--- src/verilog/cafs_defines.svh ---
`ifndef CAFS_DEFINES_SVH
`define CAFS_DEFINES_SVH

// Sizes
`define CAFS_NUM_FILT      16
`define CAFS_NUM_MASK      3

// Register byte addresses
`define CAFS_ADR_FEN       8'h00
`define CAFS_ADR_PTR_A     8'h04
`define CAFS_ADR_PTR_B     8'h08
`define CAFS_ADR_PTR_C     8'h0c
`define CAFS_ADR_PTR_D     8'h10
`define CAFS_ADR_MSEL_LO   8'h14
`define CAFS_ADR_MSEL_HI   8'h18
`define CAFS_ADR_STATUS    8'h1c
`define CAFS_ADR_MASK_BASE 8'h20
`define CAFS_ADR_MASK_END  8'h38
`define CAFS_ADR_FLT_BASE  8'h40
`define CAFS_ADR_FLT_END   8'hc0

// Reset values
`define CAFS_FEN_RST       16'hffff
`define CAFS_PTR_RST       16'h0000
`define CAFS_MSEL_RST      16'h0000

// Identifier register layout
`define CAFS_SID_MSB       15
`define CAFS_SID_LSB       5
`define CAFS_TYPE_BIT      3
`define CAFS_EXTU_MSB      1
`define CAFS_SID_IMPL      16'hffeb

// Pointer value that steers to the receive FIFO
`define CAFS_PTR_FIFO      4'hf

`endif

--- src/verilog/cafs_pkg.sv ---
`include "cafs_defines.svh"

package cafs_pkg;

   typedef enum logic [1:0] {
      CAFS_MSK0 = 2'b00,
      CAFS_MSK1 = 2'b01,
      CAFS_MSK2 = 2'b10,
      CAFS_MRSV = 2'b11
   } cafs_msksrc_e;

   typedef struct packed {
      logic        valid;
      logic        ext;
      logic [10:0] sid;
      logic [17:0] eid;
   } cafs_msg_s;

   typedef struct packed {
      logic       valid;
      logic       hit;
      logic       to_fifo;
      logic [3:0] dest_buf;
      logic [3:0] filter;
   } cafs_res_s;

   typedef struct packed {
      logic [15:0]                       fen;
      logic [3:0][15:0]                  ptr;
      logic [1:0][15:0]                  msel;
      logic [`CAFS_NUM_MASK-1:0][15:0]   msid;
      logic [`CAFS_NUM_MASK-1:0][15:0]   meid;
      logic [`CAFS_NUM_FILT-1:0][15:0]   fsid;
      logic [`CAFS_NUM_FILT-1:0][15:0]   feid;
      logic                              ack;
      logic [31:0]                       rdat;
      cafs_res_s                         res;
      logic [9:0]                        last;
   } cafs_state_s;

endpackage

--- src/verilog/cafs_match.sv ---
`timescale 1ns/1ps
`include "cafs_defines.svh"

module cafs_match (
   // Configuration
   input  wire logic [15:0]                     fen_i,
   input  wire logic [31:0]                     msel_i,
   input  wire logic [`CAFS_NUM_MASK-1:0][15:0] msid_i,
   input  wire logic [`CAFS_NUM_MASK-1:0][15:0] meid_i,
   input  wire logic [`CAFS_NUM_FILT-1:0][15:0] fsid_i,
   input  wire logic [`CAFS_NUM_FILT-1:0][15:0] feid_i,
   // Message
   input  wire cafs_pkg::cafs_msg_s             msg_i,
   // Result
   output logic      [`CAFS_NUM_FILT-1:0]       hit_o
);

   genvar g;
   generate
      for (g = 0; g < `CAFS_NUM_FILT; g++) begin : g_filt
         cafs_pkg::cafs_msksrc_e src;
         logic [1:0]             midx;
         logic [15:0]            m_s;
         logic [15:0]            m_e;
         logic                   src_ok;
         logic                   std_ok;
         logic                   ext_ok;
         logic                   type_ok;
         assign src     = cafs_pkg::cafs_msksrc_e'(msel_i[2*g +: 2]);
         assign src_ok  = (src != cafs_pkg::CAFS_MRSV);
         // Reserved source is steered to mask 0 only to keep the index in range
         assign midx    = src_ok ? msel_i[2*g +: 2] : 2'b00;
         assign m_s     = msid_i[midx];
         assign m_e     = meid_i[midx];
         assign std_ok  = ~|((msg_i.sid ^ fsid_i[g][`CAFS_SID_MSB:`CAFS_SID_LSB])
                            & m_s[`CAFS_SID_MSB:`CAFS_SID_LSB]);
         assign ext_ok  = ~|((msg_i.eid ^ {fsid_i[g][`CAFS_EXTU_MSB:0], feid_i[g]})
                            & {m_s[`CAFS_EXTU_MSB:0], m_e});
         assign type_ok = ~m_s[`CAFS_TYPE_BIT]
                          | (msg_i.ext == fsid_i[g][`CAFS_TYPE_BIT]);
         // Standard frames carry no extended bits, so those are not compared
         assign hit_o[g] = fen_i[g] & src_ok & std_ok & type_ok
                           & (~msg_i.ext | ext_ok);
      end
   endgenerate

endmodule

--- src/verilog/cafs_top.sv ---
// Design decisions made here: the register offsets and the Wishbone register port.
`timescale 1ns/1ps
`include "cafs_defines.svh"


module cafs_top (
   // Clock and reset
   input  wire logic                clk_i,
   input  wire logic                rst_i,
   // Wishbone slave
   input  wire logic                wb_cyc_i,
   input  wire logic                wb_stb_i,
   input  wire logic                wb_we_i,
   input  wire logic [31:0]         wb_adr_i,
   input  wire logic [3:0]          wb_sel_i,
   input  wire logic [31:0]         wb_dat_i,
   output logic      [31:0]         wb_dat_o,
   output logic                     wb_ack_o,
   // Message from the protocol engine
   input  wire cafs_pkg::cafs_msg_s msg_i,
   // Steering result
   output cafs_pkg::cafs_res_s      res_o
);

   cafs_pkg::cafs_state_s    q;
   cafs_pkg::cafs_state_s    d;
   logic [`CAFS_NUM_FILT-1:0] hit;
   logic                     req;
   logic                     hi_zero;
   logic                     in_flt;
   logic                     in_msk;
   logic [7:0]               fofs;
   logic [7:0]               mofs;
   logic [3:0]               fidx;
   logic [1:0]               midx;
   logic [15:0]              rd;
   logic [15:0]              wv;
   logic [3:0]               win;
   logic                     any;
   int                       i;

   cafs_match u_match (
      .fen_i  (q.fen),
      .msel_i (q.msel),
      .msid_i (q.msid),
      .meid_i (q.meid),
      .fsid_i (q.fsid),
      .feid_i (q.feid),
      .msg_i  (msg_i),
      .hit_o  (hit)
   );

   // Merge write data into a 16-bit register honouring the two low byte lanes
   function automatic logic [15:0] lanes(input logic [15:0] old,
                                         input logic [31:0] dat,
                                         input logic [3:0]  sel);
      logic [15:0] r;
      r = old;
      if (sel[0]) begin
         r[7:0] = dat[7:0];
      end
      if (sel[1]) begin
         r[15:8] = dat[15:8];
      end
      return r;
   endfunction

   always_comb begin
      d       = q;
      d.ack   = 1'b0;
      d.res.valid = 1'b0;
      req     = wb_cyc_i & wb_stb_i & ~q.ack;
      hi_zero = ~|wb_adr_i[31:8];
      fofs    = wb_adr_i[7:0] - `CAFS_ADR_FLT_BASE;
      mofs    = wb_adr_i[7:0] - `CAFS_ADR_MASK_BASE;
      fidx    = fofs[6:3];
      midx    = mofs[4:3];
      in_flt  = hi_zero && (wb_adr_i[1:0] == 2'b00)
                && (wb_adr_i[7:0] >= `CAFS_ADR_FLT_BASE)
                && (wb_adr_i[7:0] < `CAFS_ADR_FLT_END);
      in_msk  = hi_zero && (wb_adr_i[1:0] == 2'b00)
                && (wb_adr_i[7:0] >= `CAFS_ADR_MASK_BASE)
                && (wb_adr_i[7:0] < `CAFS_ADR_MASK_END);

      // Read mux; unmapped addresses answer with zero
      rd = 16'h0000;
      if (in_flt) begin
         rd = fofs[2] ? q.feid[fidx] : q.fsid[fidx];
      end else if (in_msk) begin
         rd = mofs[2] ? q.meid[midx] : q.msid[midx];
      end else if (hi_zero) begin
         case (wb_adr_i[7:0])
            `CAFS_ADR_FEN:     rd = q.fen;
            `CAFS_ADR_PTR_A:   rd = q.ptr[0];
            `CAFS_ADR_PTR_B:   rd = q.ptr[1];
            `CAFS_ADR_PTR_C:   rd = q.ptr[2];
            `CAFS_ADR_PTR_D:   rd = q.ptr[3];
            `CAFS_ADR_MSEL_LO: rd = q.msel[0];
            `CAFS_ADR_MSEL_HI: rd = q.msel[1];
            `CAFS_ADR_STATUS:  rd = {6'h00, q.last};
            default:           rd = 16'h0000;
         endcase
      end
      if (req) begin
         d.ack  = 1'b1;
         d.rdat = {16'h0000, rd};
      end

      // Writes take effect on the acknowledging edge
      wv = 16'h0000;
      if (req && wb_we_i) begin
         if (in_flt) begin
            if (fofs[2]) begin
               d.feid[fidx] = lanes(q.feid[fidx], wb_dat_i, wb_sel_i);
            end else begin
               wv = lanes(q.fsid[fidx], wb_dat_i, wb_sel_i);
               d.fsid[fidx] = wv & `CAFS_SID_IMPL;
            end
         end else if (in_msk) begin
            if (mofs[2]) begin
               d.meid[midx] = lanes(q.meid[midx], wb_dat_i, wb_sel_i);
            end else begin
               wv = lanes(q.msid[midx], wb_dat_i, wb_sel_i);
               d.msid[midx] = wv & `CAFS_SID_IMPL;
            end
         end else if (hi_zero) begin
            case (wb_adr_i[7:0])
               `CAFS_ADR_FEN:     d.fen     = lanes(q.fen, wb_dat_i, wb_sel_i);
               `CAFS_ADR_PTR_A:   d.ptr[0]  = lanes(q.ptr[0], wb_dat_i, wb_sel_i);
               `CAFS_ADR_PTR_B:   d.ptr[1]  = lanes(q.ptr[1], wb_dat_i, wb_sel_i);
               `CAFS_ADR_PTR_C:   d.ptr[2]  = lanes(q.ptr[2], wb_dat_i, wb_sel_i);
               `CAFS_ADR_PTR_D:   d.ptr[3]  = lanes(q.ptr[3], wb_dat_i, wb_sel_i);
               `CAFS_ADR_MSEL_LO: d.msel[0] = lanes(q.msel[0], wb_dat_i, wb_sel_i);
               `CAFS_ADR_MSEL_HI: d.msel[1] = lanes(q.msel[1], wb_dat_i, wb_sel_i);
               default: begin
               end
            endcase
         end
      end

      // Lowest-numbered hit wins, so scan from the top down
      win = 4'h0;
      any = 1'b0;
      for (i = `CAFS_NUM_FILT - 1; i >= 0; i--) begin
         if (hit[i]) begin
            win = 4'(i);
            any = 1'b1;
         end
      end
      if (msg_i.valid) begin
         d.res.valid    = 1'b1;
         d.res.hit      = any;
         d.res.filter   = win;
         // Pointer of filter n sits at bits 4n+3..4n of the flat group registers
         d.res.to_fifo  = any && (q.ptr[win[3:2]][4*win[1:0] +: 4] == `CAFS_PTR_FIFO);
         d.res.dest_buf = any ? q.ptr[win[3:2]][4*win[1:0] +: 4] : 4'h0;
         d.last         = {d.res.to_fifo, d.res.hit, d.res.filter, d.res.dest_buf};
      end

      // Identifier and mask contents are deliberately left untouched by reset
      if (rst_i) begin
         d.fen  = `CAFS_FEN_RST;
         d.ptr  = {4{`CAFS_PTR_RST}};
         d.msel = {2{`CAFS_MSEL_RST}};
         d.fsid = q.fsid;
         d.feid = q.feid;
         d.msid = q.msid;
         d.meid = q.meid;
         d.ack  = 1'b0;
         d.rdat = 32'h0000_0000;
         d.res  = '0;
         d.last = 10'h000;
      end
   end

   always_ff @(posedge clk_i) begin
      q <= d;
   end

   assign wb_dat_o = q.rdat;
   assign wb_ack_o = q.ack;
   assign res_o    = q.res;

endmodule

--- config.mk ---
export PLATFORM = sky130hd
export DESIGN_NAME = cafs_top
export DESIGN_NICKNAME = d
export VERILOG_FILES = /design/src/verilog/cafs_pkg.sv /design/src/verilog/cafs_match.sv /design/src/verilog/cafs_top.sv
export VERILOG_INCLUDE_DIRS = /design/src /design/src/verilog
export SDC_FILE = /design/constraint.sdc
export NUM_CORES = 2
export LEC_CHECK = 0
export BUFFER_PORTS_ARGS = -buffer_cell sky130_fd_sc_hd__buf_2
export CAP_MARGIN = 20
export CORE_MARGIN = 2
export CORE_UTILIZATION = 40
export CTS_CLUSTER_SIZE = 14
export DETAILED_ROUTE_END_ITERATION = 10
export GPL_TIMING_DRIVEN = 0
export PLACE_DENSITY = 0.67
export SLEW_MARGIN = 30
export SYNTH_ARGS = -nofsm -noshare
export SYNTH_HDL_FRONTEND = slang
export SYNTH_SLANG_ARGS = --single-unit
--- constraint.sdc ---
create_clock -name clk_i -period 9.42 [get_ports clk_i]
set_clock_uncertainty 0.05 [all_clocks]
set_input_delay 0.471 -clock clk_i [delete_from_list [all_inputs] [get_ports clk_i]]
set_output_delay 0.471 -clock clk_i [all_outputs]
set_load 0.05 [all_outputs]
==> metrics.csv <==
metric;value;unit
dr.pass1.iters;6;
crit_arrival;7350;ps
hold_ws;235;ps
sequential_cell_area;19900;um^2
yosys_warnings;0;
die_x;367;um
cpPeakStageDelay;790;ps
crit_required;9960;ps
ys_types;77;
worst_path_dominant_cell_family;compound AO/OA/AOI/OAI gates;
syn_inst;4896;
io_buffers;62;
finalCritPeriodShare;72.3;%
dieArea;135000;um^2
drt-total-wl;336000;um
cp_slowest_cell;a22oi_1;
async_reset_ff_share;0;%
p_sw;2.26;mW
period_needed;6810;ps
hpwl;264000;um
netSwitchingFraction;28.0;%
std_cell_rows;133;
path_cells;buf_2 > buf_2 > buf_1 > mux2_2 > o211ai_1 > o2111ai_1 > o41ai_2 > buf_4 > a22oi_1 > nand4_1 > a21oi_2 > mux4_4 > mux2i_1 > mux2i_1 > a22oi_1 > nor2_1;
syn_avg_cell_area;10.8;um^2
finalPower;8.05;mW
core;131000;um^2
worst_pin_slew;1180;ps
numCtsBuffers;88;
vias;50034;
ioPinCount;148;
path_class;flip-flop to flip-flop;
relSlewSlack;20.6;%
grt_pass1_vias;45853;
cts_sinks;710;
tns;0;ps
fin_area;60100;um^2
p_per_area;134;nW/um^2
path_clk_slew;60;ps
fillerInstances;12400;
routed_via_density;7.15;
syn2layout_area_growth;14.1;%
nets;5263;
synth_seq_cells;710;
maxCapViolCount;0;
vdd_drop_max;135;uV
combPwrFrac;12.4;%
ant_nets;0;
p_leak;18.3;nW
initial_core_util;40.2;%
p_clk_share;45.0;%
synth_ff_type;edfxtp_1;
wl_per_cell;48.0;um
critical_path_buf_inv_count;4;
tritoncts;yes;
drtIter0Drc;8998;
drc;0;
clk-insertion-delay-late;740;ps
grt.overflow.total;0;
outcome;finished clean;
cts_root_buf;clkbuf_16;
routabilityCongestion;1.12;
cts_setup_buffers;0;
rsz0062_at_grt;no;
hold_violations;0;
netlist_area;52700;um^2
cts_resized;0;
synth_edf_count;570;
worstPathMaxFanout;10;
grt_usage;48.1;%
yosysSeqAreaShare;37.8;%
die_y;367;um
drive_above_1_share;19.1;%
grt_start_max_net_pins;17;
endpoint_kind;flip-flop;
layout.cells.non_filler;6998;
grt_pass1_wl;433000;um
p_int;5.80;mW
setup_viol;0;
worst_setup_path_start_kind;flip-flop;
dpl.cell_count;6819;
htreeDepth;3;
drv_slew;0;
placed_area;57000;um^2
antenna_found_initial;30;
power_frac_seq;42.5;%
cts.path.max_buffers;3;
multi_input_area;29900;um^2
fmax;147;MHz
hp-class;input port to flip-flop;
-- synthesized netlist by cell type (5+ instances only) --
cell type | count | area share, %
dfxtp_1 | 140 | 5.3
nor2_1 | 172 | 1.2
nand2b_1 | 17 | 0.20
buf_6 | 22 | 0.47
a22oi_1 | 114 | 1.6
a222oi_1 | 6 | 0.11
o21a_1 | 32 | 0.46
inv_1 | 36 | 0.26
buf_1 | 50 | 0.36
clkbuf_1 | 322 | 2.3
a311oi_1 | 9 | 0.15
nor4_1 | 15 | 0.18
a41o_1 | 8 | 0.15
xor2_1 | 145 | 2.4
or4_1 | 55 | 0.78
a22o_1 | 8 | 0.13
and4_1 | 10 | 0.17
nand3_1 | 17 | 0.16
buf_2 | 172 | 1.6
nor2b_1 | 338 | 4.0
mux4_2 | 158 | 6.8
o21bai_1 | 5 | 0.071
mux2i_1 | 792 | 15
a211oi_1 | 638 | 9.1
o2111ai_1 | 15 | 0.25
nor3_1 | 42 | 0.40
a31oi_1 | 8 | 0.095
a2111oi_0 | 7 | 0.12
a21oi_1 | 51 | 0.48
nand2_1 | 173 | 1.2
o211ai_1 | 26 | 0.37
buf_4 | 105 | 1.5
o41ai_1 | 9 | 0.15
edfxtp_1 | 570 | 32
nand4_1 | 12 | 0.14
mux2_2 | 58 | 1.2
and2_1 | 6 | 0.071
and3_1 | 6 | 0.071
xnor2_1 | 336 | 5.6
o41ai_2 | 5 | 0.15
a211o_1 | 18 | 0.30
a21o_1 | 5 | 0.071
nor4b_1 | 7 | 0.12
a221oi_1 | 11 | 0.18
o21ai_0 | 99 | 0.94
-- cells in the final DEF (no fill, tap or decap), types with 14 or more instances in the layout --
master     count
mux2i_1      792
a211oi_1     638
edfxtp_1     570
nor2b_1      338
xnor2_1      336
clkbuf_1     265
buf_2        254
nand2_1      172
mux4_2       158
buf_4        150
nor2_1       146
xor2_1       145
dfxtp_1      140
a22oi_1      114
clkbuf_16     90
clkbuf_2      72
o21ai_0       59
mux2_2        58
or4_1         55
a21oi_1       51
buf_6         37
inv_1         36
buf_1         33
o21a_1        32
o211ai_1      26
nor3_1        24
nor2_4        19
nor3_2        18
o21ai_2       18
a211o_1       18
nand2b_1      17
clkinv_1      16
nand3_1       16
conb_1        16
buf_16        16
o2111ai_1     15
nor4_1        14
o41ai_2       14
clkinv_2      14
-- path summary, 6_finish.rpt --
kind	startpoint	end	slack, ps	depth (start not counted)
hold / removal	wb_sel_i[0]	q[614]$_DFFE_PP_	230	3
setup reg to reg	q[572]$_DFFE_PP_	res_o[4]$_SDFFE_PP0P_	2610	16
setup / recovery	q[572]$_DFFE_PP_	res_o[4]$_SDFFE_PP0P_	2610	16
hold reg to reg	q[742]$_SDFFE_PP0P_	q[742]$_SDFFE_PP0P_	430	2
-- worst reg2reg max path, cell delays in order, from the launching register on --
cell and delay [ps]:
edfxtp_1 740, buf_2 560, buf_2 450, buf_1 720
mux2_2 310, o211ai_1 80, o2111ai_1 310, o41ai_2 110
buf_4 200, a22oi_1 790, nand4_1 560, a21oi_2 490
mux4_4 680, mux2i_1 250, mux2i_1 150, a22oi_1 170
nor2_1 50
-- registers in the layout, summed over array words and instances, names as in the netlist --
signal / flops
q: 685
res_o: 8
wb_ack_o: 1
wb_dat_o: 16
-- logic make-up after synthesis --
group                  Yosys count  synth area share (%)
flip-flops                     710                  37.8
multiplexers                  1012                  23.2
AO/OA/AOI/OAI                 1101                  15.5
buffers and inverters          711                  6.57
XOR/XNOR                       481                  8.00
AND/OR/NAND/NOR                880                  8.90
other                            1               0.00712
-- layer usage --
layer  vias up  track usage [%]  wire (um)
met5         -           0.0712        241
met4        16             32.9      28200
met3      1102             20.1      49400
met2      4626             65.8     132000
met1     25286             61.1     126000
li1      19004                -          -
-- stage by stage --
step	worst slack [ps]	utilization, %
5_1_grt	2760	45.8
3_3_place_gp	-1210	42.1
3_5_place_dp	2660	43.5
4_1_cts	2970	45.8
6_report	2610	45.8
2_1_floorplan	4990	-
-- power groups by stage --
stage / clock (mW) / sequential, mW / combinational (mW)
floorplan: 0 / 3.49 / 0.442
global placement: 0 / 3.50 / 0.862
detailed placement: 0 / 3.49 / 0.931
CTS: 3.61 / 3.43 / 0.935
global route: 3.72 / 3.42 / 0.980
finish: 3.63 / 3.43 / 1.00
-- cell type report --
type | instances | area share (%)
Antenna cell | 12 | 0.0500
Timing Repair Buffer | 158 | 2.56
Clock inverter | 54 | 0.999
Multi-Input combinational cell | 3490 | 49.7
Sequential cell | 710 | 33.1
Clock buffer | 108 | 3.94
Buffer | 674 | 5.71
Inverter | 37 | 0.231
Tap cell | 1755 | 3.65
-- what timing repair did --
item	CTS	global route
setup endpoints to repair	0	0
endpoints found under the hold margin	2	0
hold buffers	2	0
Note: power is estimated with default switching activity, not from simulation.
